**src/verilog/rtc_dcal_pkg.sv**
```systemverilog
// Constants and helpers shared by the digital calibration block
package rtc_dcal_pkg;
	localparam int unsigned OSC_HZ       = 32_768;       // Nominal crystal rate
	localparam int unsigned TAP_HZ       = 512;          // Rate of the upstream tap
	localparam logic [5:0]  PRESCALE_MAX = 6'(OSC_HZ / TAP_HZ - 1);
	localparam logic [9:0]  PULSES_SEC   = 10'h064;      // Output pulses per second
	localparam logic [9:0]  RATIO_NORM   = 10'h200;      // 512 taps per second
	localparam logic [9:0]  RATIO_FAST   = 10'h1ff;      // 511 taps, speeds up
	localparam logic [9:0]  RATIO_SLOW   = 10'h201;      // 513 taps, slows down
	localparam logic [9:0]  CYCLE_FAST_S = 10'h1e0;      // Eight minutes of seconds
	localparam logic [9:0]  CYCLE_SLOW_S = 10'h3c0;      // Sixteen minutes of seconds
	localparam logic [7:0]  ADDR_FRAC    = 8'h00;        // Hundredths, BCD
	localparam logic [7:0]  ADDR_DCAL    = 8'h08;        // Calibration control
	localparam logic [7:0]  ADDR_POS_LO  = 8'h0c;        // Cycle position, low byte
	localparam logic [7:0]  ADDR_POS_HI  = 8'h10;        // Cycle position high, status
	localparam logic [7:0]  DCAL_RESET   = 8'h00;        // Control value after reset
	localparam int unsigned MAG_MSB      = 4;            // Magnitude is bits 4..0
	localparam int unsigned SIGN_BIT     = 5;            // Direction of correction
	localparam int unsigned FT_BIT       = 6;            // Test tap enable
	localparam int unsigned OUT_BIT      = 7;            // Static pin level
	localparam logic [3:0]  BCD_NINE     = 4'h9;         // Last decimal digit

	// Taps per second for a plain or a correcting second
	function automatic logic [9:0] rtc_dcal_len(input logic on, input logic fast);
		return on ? (fast ? RATIO_FAST : RATIO_SLOW) : RATIO_NORM;
	endfunction
endpackage

```
**src/verilog/rtc_dcal_if.sv**
```systemverilog
`timescale 1ns/1ns
// Signals between the prescaler, the correction divider and the control logic
interface rtc_dcal_if;
	logic       tick512;  // One-cycle pulse per 512 Hz period
	logic       sq512;    // 512 Hz square wave, uncorrected
	logic [9:0] win_len;  // Taps in the current second
	logic       pulse100; // One-cycle pulse of the 100 Hz stage
	logic       sec_end;  // One-cycle pulse at the end of a second
	modport osc (output tick512, output sq512);
	modport div (input tick512, input win_len, output pulse100, output sec_end);
	modport ctl (input sq512, input pulse100, input sec_end, output win_len);
endinterface

```
**src/verilog/rtc_dcal_osc.sv**
```systemverilog
`timescale 1ns/1ns
// Crystal input synchroniser and divide-by-64 prescaler to the 512 Hz stage
module rtc_dcal_osc
	import rtc_dcal_pkg::*;
(
	input  wire logic clk_i,
	input  wire logic rst_i,
	input  wire logic osc_i,
	rtc_dcal_if.osc   lnk
);
	logic [2:0] osc_sync; // Three-stage synchroniser, bit 0 first
	logic       osc_lvl;  // Accepted crystal level
	logic       osc_rise; // Accepted rising edge
	logic [5:0] pre_cnt;  // Crystal periods within one tap period

	// Shift the crystal level in
	always_ff @(posedge clk_i) begin
		if (rst_i) begin
			osc_sync <= 3'h0;
		end else begin
			osc_sync <= {osc_sync[1:0], osc_i};
		end
	end

	// A new level counts once stages two and three agree
	always_ff @(posedge clk_i) begin
		if (rst_i) begin
			osc_lvl <= 1'b0;
		end else if (osc_sync[1] == osc_sync[2]) begin
			osc_lvl <= osc_sync[2];
		end
	end

	assign osc_rise = osc_sync[1] & osc_sync[2] & ~osc_lvl;

	// Divide the crystal down to the 512 Hz stage
	always_ff @(posedge clk_i) begin
		if (rst_i) begin
			pre_cnt     <= 6'h00;
			lnk.tick512 <= 1'b0;
		end else begin
			if (osc_rise) begin
				pre_cnt <= pre_cnt + 6'h01;
			end
			lnk.tick512 <= osc_rise && (pre_cnt == PRESCALE_MAX);
		end
	end

	// Square wave taken ahead of any correction
	assign lnk.sq512 = pre_cnt[5];

	tap_wrap_a: assert property (@(posedge clk_i) disable iff (rst_i)
		lnk.tick512 |-> (pre_cnt == 6'h00) && $past(pre_cnt) == PRESCALE_MAX)
		else $error("512 Hz tick not at prescaler wrap");
endmodule

```
**src/verilog/rtc_dcal_div.sv**
```systemverilog
`timescale 1ns/1ns
// Fractional divider from the 512 Hz stage to the 100 Hz stage
module rtc_dcal_div
	import rtc_dcal_pkg::*;
(
	input  wire logic clk_i,
	input  wire logic rst_i,
	rtc_dcal_if.div   lnk
);
	logic [9:0]  acc;  // Remainder of pulses owed
	logic [9:0]  idx;  // Tap index within the second
	logic [10:0] sum;  // Remainder plus one tap's share
	logic        hit;  // This tap yields an output pulse
	logic        last; // This tap closes the second
	logic [6:0]  seen; // Pulses so far in the second, checking only

	// Spread exactly 100 pulses over the taps of one second
	always_comb begin
		sum  = {1'b0, acc} + {1'b0, PULSES_SEC};
		hit  = (sum >= {1'b0, lnk.win_len});
		last = (idx == lnk.win_len - 10'h001);
	end

	// Advance the remainder and index on each tap
	always_ff @(posedge clk_i) begin
		if (rst_i) begin
			acc <= 10'h000;
			idx <= 10'h000;
		end else if (lnk.tick512) begin
			idx <= last ? 10'h000 : idx + 10'h001;
			acc <= last ? 10'h000 : (hit ? 10'(sum - {1'b0, lnk.win_len}) : sum[9:0]);
		end
	end

	// Output pulses, one cycle each
	always_ff @(posedge clk_i) begin
		if (rst_i) begin
			lnk.pulse100 <= 1'b0;
			lnk.sec_end  <= 1'b0;
		end else begin
			lnk.pulse100 <= lnk.tick512 && hit;
			lnk.sec_end  <= lnk.tick512 && last;
		end
	end

	// Pulse tally for the check below
	always_ff @(posedge clk_i) begin
		if (rst_i || lnk.sec_end) begin
			seen <= 7'h00;
		end else if (lnk.pulse100) begin
			seen <= seen + 7'h01;
		end
	end

	hundred_per_sec_a: assert property (@(posedge clk_i) disable iff (rst_i)
		lnk.sec_end |-> lnk.pulse100 && (seen == 7'h63))
		else $error("Second did not carry exactly 100 pulses");
endmodule

```
**src/verilog/rtc_dcal_top.sv**
```systemverilog
`timescale 1ns/1ns
// Digital calibration: 512 Hz to 100 Hz divider with periodic correction
// Notes on behaviour
// - 32768 Hz crystal divided to 512 Hz stage
// - Uncorrected: 100 pulses per 512 taps
// - 100 Hz pulses clock the hundredths counter
// - Positive correcting second: 100 per 511
// - Negative correcting second: 100 per 513
// - Zero magnitude: never correct, any sign
// - First N seconds of 8/16-minute cycle
// - Magnitude 0..31 in low five bits
// - Sixth bit: 1 speeds, 0 slows
// - Step worth +4.068 or -2.034 ppm
// - Test enable drives 512 Hz on pin
// - Test tap ahead of the correction
module rtc_dcal_top
	import rtc_dcal_pkg::*;
(
	input  wire logic       clk_i,             // System clock
	input  wire logic       rst_i,             // Synchronous reset
	input  wire logic       osc_i,             // Crystal oscillator level
	input  wire logic [7:0] addr_i,            // Register address
	input  wire logic [7:0] wdata_i,           // Write data
	input  wire logic       wr_i,              // Write strobe
	input  wire logic       rd_i,              // Read strobe
	output logic      [7:0] rdata_o,           // Read data, cycle after strobe
	output logic            shared_irq_test_pin_o, // Test tap or static level
	output logic            hundredths_tick_o, // 100 Hz pulse
	output logic            second_tick_o,     // End of second pulse
	output logic            correcting_o       // Current second is corrected
);
	// Register decode used by the write path and the read-back check
	function automatic logic reg_hit(input logic [7:0] a, input logic [7:0] off);
		return a == off;
	endfunction

	rtc_dcal_if lnk (); // Internal link between the parts

	logic [7:0] dcal;          // Calibration control register
	logic [4:0] mag;           // Correction magnitude
	logic       sign;          // Correction sign
	logic       ft_en;         // Test tap enable
	logic       out_lvl;       // Static pin level
	logic [3:0] frac_lo;       // Hundredths digit
	logic [3:0] frac_hi;       // Tenths digit
	logic [9:0] pos;           // Second within the correction cycle
	logic [9:0] cyc_lim;       // Seconds in the current cycle
	logic [9:0] next_pos;      // Position of the coming second
	logic       next_on;       // Coming second is corrected
	logic       corr_cur;      // Current second is corrected
	logic [9:0] win_len;       // Taps in the current second

	// Field views of the control register
	assign mag     = dcal[MAG_MSB:0];
	assign sign    = dcal[SIGN_BIT];
	assign ft_en   = dcal[FT_BIT];
	assign out_lvl = dcal[OUT_BIT];

	// Prescaler from the crystal to the 512 Hz stage
	rtc_dcal_osc u_osc (
		.clk_i (clk_i),
		.rst_i (rst_i),
		.osc_i (osc_i),
		.lnk   (lnk.osc)
	);

	// Correction divider to the 100 Hz stage
	rtc_dcal_div u_div (
		.clk_i (clk_i),
		.rst_i (rst_i),
		.lnk   (lnk.div)
	);

	assign lnk.win_len = win_len;

	// Control register write
	always_ff @(posedge clk_i) begin
		if (rst_i) begin
			dcal <= DCAL_RESET;
		end else if (wr_i && reg_hit(addr_i, ADDR_DCAL)) begin
			// Correction fields apply from the next second boundary, pin fields at once
			dcal <= wdata_i;
		end
	end

	// Cycle length and the next second's position
	always_comb begin
		// Eight minutes when speeding up, sixteen when slowing down
		cyc_lim  = sign ? CYCLE_FAST_S : CYCLE_SLOW_S;
		// Wrap also covers a sign change that shortens the cycle
		next_pos = (pos >= cyc_lim - 10'h001) ? 10'h000 : pos + 10'h001;
		// Correct only the first N seconds, never with N zero
		next_on  = (mag != 5'h00) && (next_pos < {5'h00, mag});
	end

	// Second position within the cycle
	always_ff @(posedge clk_i) begin
		if (rst_i) begin
			pos <= 10'h000;
		end else if (lnk.sec_end) begin
			// Position runs on through writes, so a rewrite mid cycle
			// only takes full effect when software keeps to the pace
			pos <= next_pos;
		end
	end

	// Ratio of the coming second, fixed at its start
	always_ff @(posedge clk_i) begin
		if (rst_i) begin
			win_len  <= RATIO_NORM;
			corr_cur <= 1'b0;
		end else if (lnk.sec_end) begin
			// One tap per correcting second, N seconds per cycle,
			// gives steps of 1/512 s over 480 s or 960 s
			win_len  <= rtc_dcal_len(next_on, sign);
			corr_cur <= next_on;
		end
	end

	// Hundredths counter clocked by the 100 Hz stage
	always_ff @(posedge clk_i) begin
		if (rst_i) begin
			frac_lo <= 4'h0;
			frac_hi <= 4'h0;
		end else if (lnk.pulse100) begin
			if (frac_lo == BCD_NINE) begin
				// Carry into tenths, wrapping after 99
				frac_lo <= 4'h0;
				frac_hi <= (frac_hi == BCD_NINE) ? 4'h0 : frac_hi + 4'h1;
			end else begin
				// Plain count within the digit
				frac_lo <= frac_lo + 4'h1;
			end
		end
	end

	// Shared pin: uncorrected tap when enabled, else the static level
	always_ff @(posedge clk_i) begin
		if (rst_i) begin
			shared_irq_test_pin_o <= 1'b0;
		end else begin
			shared_irq_test_pin_o <= ft_en ? lnk.sq512 : out_lvl;
		end
	end

	// Pulse and status outputs
	always_ff @(posedge clk_i) begin
		if (rst_i) begin
			hundredths_tick_o <= 1'b0;
			second_tick_o     <= 1'b0;
			correcting_o      <= 1'b0;
		end else begin
			hundredths_tick_o <= lnk.pulse100;
			second_tick_o     <= lnk.sec_end;
			correcting_o      <= corr_cur;
		end
	end

	// Read data, valid only in the cycle after the strobe
	always_ff @(posedge clk_i) begin
		if (rst_i) begin
			rdata_o <= 8'h00;
		end else if (rd_i) begin
			unique case (addr_i)
				// Hundredths in BCD
				ADDR_FRAC:   rdata_o <= {frac_hi, frac_lo};
				// Control register as written
				ADDR_DCAL:   rdata_o <= dcal;
				// Low bits of the cycle position
				ADDR_POS_LO: rdata_o <= pos[7:0];
				// Correction state and top position bits
				ADDR_POS_HI: rdata_o <= {corr_cur, 5'h00, pos[9:8]};
				// Unmapped addresses read as zero
				default:     rdata_o <= 8'h00;
			endcase
		end else begin
			// Data stands for one cycle only
			rdata_o <= 8'h00;
		end
	end

	// Checks on the control logic

	frac_wrap_a: assert property (@(posedge clk_i) disable iff (rst_i)
		lnk.sec_end |=> (frac_lo == 4'h0) && (frac_hi == 4'h0))
		else $error("Hundredths not at zero after a second");

	fast_len_a: assert property (@(posedge clk_i) disable iff (rst_i)
		lnk.sec_end && next_on && sign |=> win_len == RATIO_FAST)
		else $error("Positive correcting second not 511 taps");

	slow_len_a: assert property (@(posedge clk_i) disable iff (rst_i)
		lnk.sec_end && next_on && !sign |=> win_len == RATIO_SLOW)
		else $error("Negative correcting second not 513 taps");

	zero_mag_a: assert property (@(posedge clk_i) disable iff (rst_i)
		lnk.sec_end && (mag == 5'h00) |=> !corr_cur && (win_len == RATIO_NORM))
		else $error("Correction applied with zero magnitude");

	first_secs_a: assert property (@(posedge clk_i) disable iff (rst_i)
		lnk.sec_end && (mag != 5'h00) |=> corr_cur == (pos < {5'h00, $past(mag)}))
		else $error("Correction not in first N seconds");

	cycle_wrap_a: assert property (@(posedge clk_i) disable iff (rst_i)
		lnk.sec_end && (pos == cyc_lim - 10'h001) |=> pos == 10'h000)
		else $error("Cycle position did not wrap");

	pos_bound_a: assert property (@(posedge clk_i) disable iff (rst_i)
		lnk.sec_end |=> pos < CYCLE_SLOW_S)
		else $error("Cycle position beyond sixteen minutes");

	dcal_read_a: assert property (@(posedge clk_i) disable iff (rst_i)
		rd_i && reg_hit(addr_i, ADDR_DCAL) && !wr_i |=> rdata_o == dcal)
		else $error("Calibration register read back wrong");

	sign_sel_a: assert property (@(posedge clk_i) disable iff (rst_i)
		lnk.sec_end && next_on |=> win_len == ($past(sign) ? RATIO_FAST : RATIO_SLOW))
		else $error("Sign bit selected wrong direction");

	test_pin_a: assert property (@(posedge clk_i) disable iff (rst_i)
		ft_en |=> shared_irq_test_pin_o == $past(lnk.sq512))
		else $error("Test pin does not follow the 512 Hz tap");
endmodule

```
**config.mk**
```make
export PLATFORM = sky130hd
export DESIGN_NAME = rtc_dcal_top
export DESIGN_NICKNAME = d
export VERILOG_FILES = /design/src/verilog/rtc_dcal_pkg.sv /design/src/verilog/rtc_dcal_if.sv /design/src/verilog/rtc_dcal_osc.sv /design/src/verilog/rtc_dcal_div.sv /design/src/verilog/rtc_dcal_top.sv
export SDC_FILE = /design/constraint.sdc
export NUM_CORES = 1
export LEC_CHECK = 0
export BUFFER_PORTS_ARGS = -buffer_cell sky130_fd_sc_hd__buf_4
export CORE_MARGIN = 2
export CORE_UTILIZATION = 65
export CTS_CLUSTER_DIAMETER = 120
export DETAILED_ROUTE_END_ITERATION = 6
export PLACE_DENSITY_LB_ADDON = 0.25
export SLEW_MARGIN = 15
export SYNTH_ARGS = -nofsm -noshare
export SYNTH_HDL_FRONTEND = slang
export SYNTH_SLANG_ARGS = --single-unit
```
**constraint.sdc**
```tcl
create_clock -name clk_i -period 4.79 [get_ports clk_i]
set_clock_uncertainty 0.05 [all_clocks]
set_input_delay 0.2395 -clock clk_i [delete_from_list [all_inputs] [get_ports clk_i]]
set_output_delay 0.2395 -clock clk_i [all_outputs]
set_load 0.1 [all_outputs]
```
## Word level (Yosys, flattened, before mapping)

Cells that the tools add are included.

| word-level totals | value |
|---|---|
| bits in read-only memories | 0 |
| output and inout bits | 12 |
| register bits after elaboration | 82 |
| bits in latches | 0 |
| memories | 0 |
| bits of input ports | 21 |
| bits in writable memories | 0 |

| cells by class | value |
|---|---|
| $lt $le $gt $ge | 3 |
| reductions and logical operators | 9 |
| divide/modulo/power cells | 0 |
| equal/unequal tests | 8 |
| add/sub/neg operators | 9 |
| multipliers | 0 |
| shifts and indexed selects | 0 |
| bitwise gates (word level) | 4 |
| multiplexer cells | 11 |

Operator list:

| kind | number |
|---|---|
| $mux 10 | 7 |
| $pmux 8 s4 | 1 |
| $add 10x1->10 const B | 2 |
| $sub 10x1->10 const B | 2 |
| $eq 8x4->1 const B | 2 |
| $add 10x7->11 const B | 1 |
| $ge 11x10->1 | 1 |
| $eq 10x10->1 | 1 |
| $ge 10x10->1 | 1 |
| $lt 10x5->1 | 1 |
| $sub 10x10->10 | 1 |
| $add 4x1->4 const B | 2 |
| $eq 4x4->1 const B | 2 |
| $eq 8x5->1 const B | 1 |
| $logic_not 8->1 | 1 |
| $mux 4 | 2 |
| $add 6x1->6 const B | 1 |
| $eq 6x6->1 const B | 1 |
| $logic_and 1x1->1 | 5 |
| $reduce_bool 5->1 | 1 |
| $and 1x1->1 | 2 |
| $not 1->1 | 2 |
| $reduce_and 2->1 | 1 |
| $reduce_or 2->1 | 1 |
| other kinds (2) | 2 |

## Logic depth before layout (Yosys ltp)

Gate-level depths: netlist of run 1.

| logic depth | value |
|---|---|
| depth after elaboration | 7 |
| depth in mapped cells | 13 |
| depth with buffers taken out | 13 |

## Hierarchy

From an unflattened synthesis of run 1, not the netlist that was laid out.

| second synthesis, totals | value |
|---|---|
| cell total of the unflattened synthesis | 549 |
| area, all modules | 4689.5 um^2 |

By module, submodules not included:

| module | seq. area each (um^2) | cells each | times used | area each (um^2) |
|---|---|---|---|---|
| rtc_dcal_top | 820.8 | 263 | 1 | 2250.9 |
| rtc_dcal_div | 440.4 | 245 | 1 | 1983.2 |
| rtc_dcal_osc | 220.2 | 41 | 1 | 455.4 |

## Worst setup path before layout of run 1

Ideal clock, no wire load.

| path | value |
|---|---|
| path kind | reg2reg |
| start | register u_div.acc[2] |
| end | register u_div.acc[8] |
| path buffers | 1 |
| setup slack | 1.980 ns |
| stages on the path, launching flop included | 12 |
| arrival time | 2.636 ns |
| cells stage by stage | dfxtp_1 > ha_1 > xor2_1 > ha_1 > or4_4 > o21ai_2 > a21oi_2 > a2111o_1 > and2_4 > buf_6 > mux2i_1 > o22ai_1 |

| on the way | value |
|---|---|
| word-level cells in the longest chain between the ends | 4 |
| elaborated cells between the ends (all ways) | 5 |
| classes of those cells | 2 x add/sub; 1 x order compare; 2 x mux |

RTL lines:

| what | RTL line | RTL |
|---|---|---|
| start, declared | rtc_dcal_div.sv:10 | `logic [9:0] acc;` |
| start signal, assigned | rtc_dcal_div.sv:31 | `acc <= last ? 10'h000 : (hit ? 10'(sum - {1'b0, lnk.win_len}) : sum[9:0]);` |
| $add 10x7->11 * | rtc_dcal_div.sv:19 | `sum = {1'b0, acc} + {1'b0, PULSES_SEC};` |
| $sub 10x10->10 / $ge 11x10->1 (equally long branches) | rtc_dcal_div.sv:31, rtc_dcal_div.sv:20 |  |
| $mux 10 * (2 in series) | rtc_dcal_div.sv:31 |  |

Every way passes the cells marked *; elsewhere a longest branch is shown, timed or not.
A chain may end at the register's enable or synchronous reset.

## Worst setup path after layout of run 1

| path | value |
|---|---|
| start | register pos[6] |
| end | register win_len[9] (netlist: lnk.win_len[9]) |

| on the way | value |
|---|---|
| word-level cells in the longest chain between the ends | 5 |
| elaborated cells between the ends (all ways) | 6 |
| classes of those cells | 1 x add/sub; 2 x order compare; 2 x mux; 1 x reduce/logical |

RTL lines:

| what | RTL line | RTL |
|---|---|---|
| start, declared | rtc_dcal_top.sv:46 | `logic [9:0] pos;` |
| start signal, assigned | rtc_dcal_top.sv:103 | `pos <= next_pos;` |
| $ge 10x10->1 | rtc_dcal_top.sv:91 | `next_pos = (pos >= cyc_lim - 10'h001) ? 10'h000 : pos + 10'h001;` |
| $mux 10 | rtc_dcal_top.sv:91 |  |
| via next_pos[1] | rtc_dcal_top.sv:48 | `logic [9:0] next_pos;` |
| $lt 10x5->1 | rtc_dcal_top.sv:93 | `next_on = (mag != 5'h00) && (next_pos < {5'h00, mag});` |
| $logic_and 1x1->1 | rtc_dcal_top.sv:93 |  |
| $mux 10 | rtc_dcal_pkg.sv:25 | `return on ? (fast ? RATIO_FAST : RATIO_SLOW) : RATIO_NORM;` |
| end signal, assigned | rtc_dcal_top.sv:115 | `win_len <= rtc_dcal_len(next_on, sign);` |
| end, declared | rtc_dcal_top.sv:51 | `logic [9:0] win_len;` |

The timed path passes the listed nets, and every way through them passes these cells.

==> results_dict.tcl, run 1 <==
set metrics [dict create \
    synthSimpleGateAreaFrac 0.248 \
    finish.utilization 0.755 \
    setup_viol 0 \
    cts_tree "built" \
    totalWireLength_mm 9.36 \
    postPlaceCellArea_sq_um 4330 \
    synth_top_area_frac 0.366 \
    r2r_cells 12 \
    nFillCells 441 \
    post-place-ws_ps 1790 \
    fin_setup_tns_ps 0 \
    port_buffers 32 \
    htreeDepth 3 \
    synth-edff-count 0 \
    num_vias 3674 \
    rsz0062_at_grt "no" \
    cp-end-kind "flip-flop" \
    place_congestion 0.893 \
    first_iter_violations 278 \
    cts.clk_slew.worst_paths_ps 80 \
    powerDensity_nw_per_um2 250 \
    syn_area_per_cell_sq_um 8.27 \
    synth.most_common_cell "dfxtp_1" \
    area_delta_synth_final_pct 11.5 \
    diodes 0 \
    antenna_found_initial 0 \
    max_freq_ghz 0.322 \
    ys_warn_count 0 \
    nets 564 \
    ys_seq_elements 74 \
    ys_top_cells_by_count "dfxtp_1, nor2_1, nand2_1" \
    ys_types 60 \
    drv_cap 0 \
    ant_nets 0 \
    yosys.area_share.adder 0.0821 \
    path_class "flip-flop to flip-flop" \
    peakVddDrop_v 0.000188 \
    drv_slew 0 \
    clk_latency_ps 350 \
    grt_pass1_vias 3591 \
    drive_gt1_frac 0.111 \
    crit_fanout 11 \
    post_drt_via_cell_ratio 6.16 \
    synthCells 490 \
    numCtsBuffers 9 \
    slew_headroom 0.606 \
    whs_path_depth 2 \
    cts_resized 0 \
    ff_latch_area_sq_um 1480 \
    hold_slack_ps 53.2 \
    outcome "complete, no violations" \
    die_h_microns 83.0 \
    cts_hold_buf 0 \
    grt_overflow 0 \
    power.leakage_nw 1.69 \
    first_pass_iters 6 \
    async_flop_share 0 \
    wl_per_cell_microns 15.7 \
    multiInputGateArea_sq_um 2430 \
    cp.required_ps 4960 \
    cp.arrival_ps 3270 \
    synthTopCellsByArea "dfxtp_1, ha_1, nor2_1" \
    synthMuxAreaShare 0.0327 \
    tightest_slew_ps 589 \
    synth_top_family_by_area "simple AND/OR/NAND/NOR gates" \
    clock_sink_count 74 \
    fin_crit_sh 0.649 \
    initial_core_util 0.676 \
    core_area_sq_um 5990 \
    final_area_sq_um 4520 \
    hold_path_class "primary input to flip-flop" \
    yosysTopAreaCell "dfxtp_1" \
    design.die.area_sq_um 6880 \
    clockRootBuffer "clkbuf_8" \
    synth_ff_type "dfxtp_1" \
    postCtsSetupBuffers 0 \
    pin_count 33 \
    rows 28 \
    synth-compound-area-share 0.152 \
    grt.total_usage 0.283 \
    syn_nets 537 \
    grt_max_degree 51 \
    start_kind "flip-flop" \
    setup_slack_ps 1680 \
    drt_drc_violations_left 0 \
    synthesis.area_sq_um 4050 \
    grt_first_pass_wirelength_mm 16.1 \
    layout_min_cycle_time_ps 3110 \
    ys_seq_area_frac 0.366 \
    synth_xor_area_frac 0.0843 \
    die_w_microns 83.0 \
    hold_viol_final 0 \
    hpwl_mm 6.76 \
    clock_path_buffers 2 \
]
final cells by class:
| type | instances | area share |
|---|---|---|
| Multi-Input combinational cell | 380 | 0.539 |
| Timing Repair Buffer | 33 | 0.0548 |
| Tap cell | 75 | 0.0208 |
| Sequential cell | 74 | 0.328 |
| Inverter | 19 | 0.0158 |
| Clock buffer | 9 | 0.0274 |
| Clock inverter | 6 | 0.0149 |
critical path, cell delays in order (launching register included):
cell,delay (ps)
dfxtp_1,530
ha_1,290
and4_1,220
a21boi_1,220
and3_1,240
ha_1,260
nor2b_1,140
o21ai_0,160
nand2b_1,70
a21oi_1,140
a21oi_1,90
nor3_1,410
a22oi_1,160
kinds of logic (layout without fill, tap and decap cells):
kind of cell,count (synthesis),in the layout
AND/OR/NAND/NOR,206,206
AO/OA/AOI/OAI,96,96
flip-flops,74,74
XOR/XNOR,39,39
buffers and inverters,36,67
adder cells (fa/ha/maj),26,26
multiplexers,13,13
metrics by stage:
stage	power, mW	std cells
3_5_place_dp	0.664	581
6_report	1.13	596
4_1_cts	1.14	596
5_1_grt	1.16	596
2_1_floorplan	0.646	490
3_3_place_gp	0.663	581
registers in the layout (all words and copies together), names as in the netlist, 3 cells and up:
name,cells
pos,10
u_div.acc,10
u_div.idx,10
dcal,8
rdata_o,8
u_osc.pre_cnt,6
frac_hi,4
frac_lo,4
lnk.win_len,3
u_osc.osc_sync,3
final timing paths:
path                            startpoint                end  slack [ps]
worst max register to register      pos[6]     lnk.win_len[9]        1680
worst max-delay path                pos[6]     lnk.win_len[9]        1680
worst min register to register     dcal[3]            dcal[3]         410
worst min-delay path                 osc_i  u_osc.osc_sync[0]          50
where the power goes:
part	leakage [nW]	internal (mW)	total (mW)	switching, mW
combinational	1.00	0.0141	0.0328	0.0187
clock	0.0917	0.239	0.482	0.242
sequential	0.596	0.616	0.616	0.000681
layout by cell type, fill, tap and decap left out, types with 4 or more instances in the layout:
cell type and n:
o21ai_0 18, mux2i_1 11, a21oi_1 28, nand4_1 10
dfxtp_1 74, xor2_1 17, xnor2_1 22, or3_1 5
nor2b_1 13, nand2_1 45, nand3_1 26, buf_4 33
a31oi_1 4, and3_1 5, nor4_1 7, nor2_1 63
nor3_1 9, a22oi_1 6, nor3b_1 5, ha_1 25
inv_1 19, o21ai_1 5, nand2b_1 5, clkbuf_8 9
routing by layer:
metal	part of all wire	track usage
met5	0	0
met4	0.019	0.106
met3	0.054	0.0547
met2	0.51	0.504
met1	0.41	0.337
Power figures use the tool's default switching activity.
==> run 2: changes to the inputs <==
- CORE_UTILIZATION: 65 -> 54
- clock period: 4.79 -> 2.65 ns (I/O delays scaled with it)
==> run 2 against run 1 <==
  * The run now ends with setup timing left
  * Critical path depth fell by 1
  * Power rose by 84%
  * Fmax rose by 15%
  * First-iteration DRC count fell by 46%
  * Setup slack got worse by 1700 ps
  * Clock-buffer cell count rose by 2
  * Worst hold slack got worse by 42 ps
  * Die area rose by 19%
  * Wire length rose by 8.5%
  * Sequential share of layout area fell by 3.8 points
  * Final cell count rose by 13%
  * Critical endpoint is now u_div.acc[0]
==> results_dict.tcl, run 2 (same netlist as run 1, synthesis figures left out) <==
set metrics [dict create \
    cp.required_ps 2880 \
    cpPeakStageDelay_ps 390 \
    pin_count 33 \
    ff_latch_area_sq_um 1490 \
    max_freq_ghz 0.371 \
    worst_r2r_endpoint "u_div.acc[0]" \
    clock_path_buffers 2 \
    nets 615 \
    final_common_cell "buf_4" \
    grt.total_usage 0.241 \
    slew_headroom 0.575 \
    worstSetupEndpoint "u_div.acc[0]" \
    crit_fanout 5 \
    num_vias 3784 \
    hpwl_mm 7.03 \
    diodes 0 \
    path_cells "ha_4, a211o_1, nand2_2, xnor2_1, ha_1, nand3_2, o31ai_4, o31a_1, nand2_2, or3_4, a21oi_2" \
    layout_min_cycle_time_ps 2700 \
    grt-busiest-layer "met2" \
    htreeDepth 3 \
    powerDensity_nw_per_um2 405 \
    core_area_sq_um 7250 \
    finish.utilization 0.710 \
    cpMostUsedCell "nand2_2" \
    rsz0062_at_grt "yes" \
    wl_per_cell_microns 15.1 \
    r2r_cells 11 \
    grt_max_degree 51 \
    hold_path_class "primary input to flip-flop" \
    cts.clk_slew.worst_paths_ps 80 \
    critical_path.startpoint "u_div.acc[2]" \
    multiInputGateArea_sq_um 2610 \
    final_area_sq_um 5150 \
    rows 31 \
    crit_cells 11 \
    ant_nets 0 \
    final_cell_mix "buf_4, dfxtp_1, nor2_1" \
    path_class "flip-flop to flip-flop" \
    use_met1 0.285 \
    gr-usage-met3 0.0534 \
    fin_crit_sh 1.02 \
    drv_slew 0 \
    port_buffers 32 \
    antenna_found_initial 0 \
    violations "setup timing" \
    power.leakage_nw 1.97 \
    use_met2 0.420 \
    fin_cells 672 \
    cp.buffers_inverters 0 \
    post_drt_via_cell_ratio 5.63 \
    peakVddDrop_v 0.000274 \
    grt_pass1_vias 3639 \
    start_kind "flip-flop" \
    outcome "complete, but fails checks" \
    drt_drc_violations_left 0 \
    nFillCells 596 \
    initial_core_util 0.559 \
    grt_overflow 0 \
    grt_first_pass_wirelength_mm 16.3 \
    fin_setup_tns_ps -229 \
    tightest_slew_ps 635 \
    numCtsBuffers 9 \
    critPathSlowestCell "or3_4" \
    clk_latency_ps 350 \
    die_w_microns 90.6 \
    reg.largest.list "pos (10), u_div.acc (10), u_div.idx (10)" \
    first_pass_iters 4 \
    drive_gt1_frac 0.230 \
    totalWireLength_mm 10.2 \
    drv_cap 0 \
    cts_tree "built" \
    cp_top_family "compound AO/OA/AOI/OAI gates" \
    clockRootBuffer "clkbuf_8" \
    cp.arrival_ps 2930 \
    area_delta_synth_final_pct 27.0 \
    clock_sink_count 74 \
    setup_slack_ps -48.5 \
    setup_viol 6 \
    p_total_mw 2.08 \
    hold_viol_final 0 \
    cp-end-kind "flip-flop" \
    rr_startpoint "u_div.acc[2]" \
    post-place-ws_ps -143 \
    die_h_microns 90.6 \
    design.die.area_sq_um 8210 \
    place_congestion 0.939 \
    hold_slack_ps 10.8 \
    postPlaceCellArea_sq_um 4640 \
    first_iter_violations 149 \
    r2r_slack_ps -50 \
    placed_cells 641 \
]
-- run 2: power by group --
part / switching (mW) / total (mW) / internal (mW)
sequential: 0.00123 / 1.11 / 1.11
clock: 0.431 / 0.898 / 0.466
combinational: 0.0376 / 0.0711 / 0.0334
-- run 2: layer usage --
layer | part of all wire | vias to the layer above
met5 | 0 | -
met4 | 0.027 | 0
met3 | 0.035 | 22
met2 | 0.51 | 99
met1 | 0.43 | 1783
li1 | - | 1880
-- run 2: what timing repair did --
| action | in CTS | in global routing |
|---|---|---|
| pin swaps | 0 | 19 |
| cloned | 0 | 0 |
| setup endpoints to repair | 12 | 14 |
| gates resized for setup | 6 | 32 |
| endpoints found under the hold margin | 7 | 0 |
| setup buffers | 0 | 9 |
| hold buffers | 7 | 0 |
-- run 2: how the worst min path moves through the flow --
stage	from	end	slack, ps	cells after the start
finish	wdata_i[1]	dcal[1]	10	3
global route	wdata_i[1]	dcal[1]	10	3
CTS	wdata_i[1]	dcal[1]	8	3
detailed placement	osc_i	u_osc.osc_sync[0]	310	2
floorplan	rst_i	second_tick_o	170	1
global placement	osc_i	u_osc.osc_sync[0]	300	2
-- run 2: worst register-to-register path: cells and delay by family, from the launching register on --
family	cells	cell delay, ps
AO/OA/AOI/OAI	4	960
adder cells (fa/ha/maj)	2	490
XOR/XNOR	1	70
AND/OR/NAND/NOR	4	730
flip-flops	1	340
-- run 2: layout make-up --
class,instances,area share
clock buffer,11,0.0275
clock inverter,5,0.0117
inverter,19,0.0143
multi-input combinational,380,0.507
sequential,74,0.289
tap,99,0.0241
timing repair buffer,84,0.126
==> run 3: changes to the inputs <==
--- a/config.mk
+++ b/config.mk
@@ -7,5 +7,5 @@
 export LEC_CHECK = 0
 export BUFFER_PORTS_ARGS = -buffer_cell sky130_fd_sc_hd__buf_4
-export CORE_MARGIN = 2
+export CORE_MARGIN = 1.5
 export CORE_UTILIZATION = 54
 export CTS_CLUSTER_DIAMETER = 120
--- a/constraint.sdc
+++ b/constraint.sdc
@@ -3,3 +3,3 @@
 set_input_delay 0.1325 -clock clk_i [delete_from_list [all_inputs] [get_ports clk_i]]
 set_output_delay 0.1325 -clock clk_i [all_outputs]
-set_load 0.1 [all_outputs]
+set_load 0.005 [all_outputs]
==> run 3 against run 2 <==
  * The flow still finishes with violations (setup timing)
  * Global-route usage grew 1.5 points
  * Fmax up 1.1%
  * Sequential power about the same
  * Largest cell class unchanged
  * Wire length rose by 0.25%
  * Worst hold slack worse by 6.5 ps
  * Critical path depth fell by 1
  * Clock power grew 9.9%
==> results_dict.tcl, run 3 (same netlist as run 1, synthesis figures left out) <==
set metrics [dict create \
    outcome "complete, but fails checks" \
    violations "setup timing" \
    crit_fanout 8 \
    antenna_found_initial 0 \
    ff_latch_area_sq_um 1490 \
    path_class "flip-flop to flip-flop" \
    switching_power_uw 488 \
    clock_sink_count 74 \
    place_congestion 0.901 \
    whs_path_depth 3 \
    combPwrFrac 0.033 \
    cts.clk_slew.worst_paths_ps 80 \
    die_w_microns 89.6 \
    path_cells "and3_4, nor3_4, xnor2_2, ha_1, nand4_1, o31ai_4, o31a_1, and2_4, nand2_1, a32o_1" \
    cp.arrival_ps 2860 \
    area_delta_synth_final_pct 27.5 \
    hpwl_mm 6.97 \
    hold_end "dcal[1]" \
    design.die.area_sq_um 8030 \
    grt_overflow 0 \
    drv_cap 0 \
    core_area_sq_um 7250 \
    port_buffers 32 \
    r2r_slack_ps -20 \
    rr_startpoint "u_div.acc[3]" \
    hold_viol_final 0 \
    hold_slack_ps 4.28 \
    slew_headroom 0.606 \
    worst_r2r_endpoint "u_div.acc[2]" \
    power.internal_mw 1.68 \
    pin_count 33 \
    cp.required_ps 2840 \
    cts_tree "built" \
    grt_max_degree 51 \
    r2r_cells 10 \
    cp-end-kind "flip-flop" \
    grt_first_pass_wirelength_mm 16.0 \
    tightest_slew_ps 589 \
    power.leakage_nw 1.94 \
    layout_min_cycle_time_ps 2670 \
    peakVddDrop_v 0.000282 \
    powerDensity_nw_per_um2 420 \
    wl_per_cell_microns 15.3 \
    start_kind "flip-flop" \
    cpPeakStageDelay_ps 360 \
    clock_path_buffers 2 \
    drt_drc_violations_left 0 \
    fin_setup_tns_ps -54.9 \
    htreeDepth 3 \
    nets 610 \
    fin_crit_sh 1.01 \
    setup_slack_ps -17.9 \
    clockRootBuffer "clkbuf_8" \
    swShare 0.225 \
    clk_latency_ps 350 \
    first_pass_iters 5 \
    max_freq_ghz 0.375 \
    first_iter_violations 141 \
    final_common_cell "buf_4" \
    rsz0062_at_grt "yes" \
    p_clk_frac 0.455 \
    setup_viol 5 \
    grt.total_usage 0.256 \
    critPathSlowestCell "dfxtp_4" \
    multiInputGateArea_sq_um 2640 \
    num_vias 3806 \
    totalWireLength_mm 10.2 \
    min_from "wdata_i[1]" \
    rows 31 \
    initial_core_util 0.559 \
    reg.largest.list "pos (10), u_div.acc (10), u_div.idx (10)" \
    hold_path_class "primary input to flip-flop" \
    grt_pass1_vias 3514 \
    seq_power_share 0.512 \
    post_drt_via_cell_ratio 5.71 \
    nFillCells 584 \
    diodes 0 \
    ant_nets 0 \
    numCtsBuffers 9 \
    drv_slew 0 \
    die_h_microns 89.6 \
    final_cell_mix "buf_4, dfxtp_1, nor2_1" \
    drive_gt1_frac 0.236 \
]
==> run 3: worst max-delay path by stage <==
stage	slack [ps]	endpoint	startpoint
floorplan	-6	u_div.acc[8]	u_div.acc[2]
global placement	-160	u_div.acc[8]	u_div.acc[3]
detailed placement	-200	u_div.acc[8]	u_div.acc[3]
CTS	-20	u_div.acc[4]	u_div.acc[2]
global route	-150	lnk.win_len[9]	dcal[5]
finish	-20	u_div.acc[2]	u_div.acc[3]
==> run 3: what timing repair did <==
action | in CTS | in global routing
pin swaps | 10 | 20
endpoints found under the setup margin | 13 | 13
resized for setup | 16 | 27
setup buffers | 9 | 6
hold buffers | 7 | 0
hold endpoints to repair | 7 | 0
==> run 3: per-stage QoR <==
step / setup slack, ps / util / cells / total power [mW] / area [sq um]
after CTS: -17.2 / 0.690 / 663 / 2.19 / 5000
after global placement: -156 / 0.630 / 631 / 1.20 / 4570
after global routing: -146 / 0.712 / 667 / 2.24 / 5170
final: -17.9 / 0.712 / 667 / 2.17 / 5170
after floorplan: -5.61 / - / 490 / 1.17 / 4070
after detailed placement: -197 / 0.630 / 631 / 1.20 / 4570
==> run 3: area by class of cell <==
cell class / instances / share of cell area
Clock buffer: 9 / 0.0240
Clock inverter: 7 / 0.0196
Inverter: 19 / 0.0138
Multi-Input combinational cell: 380 / 0.512
Sequential cell: 74 / 0.289
Tap cell: 99 / 0.0240
Timing Repair Buffer: 79 / 0.118
==> run 3: per-layer routing <==
metal,track usage,up-vias,share of wire
met2,0.453,89,0.51
met1,0.305,1824,0.43
li1,-,1868,-
met4,0.101,0,0.028
met5,0,-,0
met3,0.0521,25,0.035
==> run 3: critical path: cells and delay by family (launching register included) <==
kind                     cells  cell delay (ps)
adder cells (fa/ha/maj)      1              330
flip-flops                   1              360
AO/OA/AOI/OAI                3              810
AND/OR/NAND/NOR              5              930
XOR/XNOR                     1              100
==> run 3: power groups by stage <==
stage | sequential [mW] | combinational (mW) | clock (mW)
5_1_grt | 1.11 | 0.0770 | 1.06
3_5_place_dp | 1.14 | 0.0622 | 0
2_1_floorplan | 1.14 | 0.0282 | 0
3_3_place_gp | 1.14 | 0.0604 | 0
4_1_cts | 1.11 | 0.0709 | 1.01
6_report | 1.11 | 0.0713 | 0.987
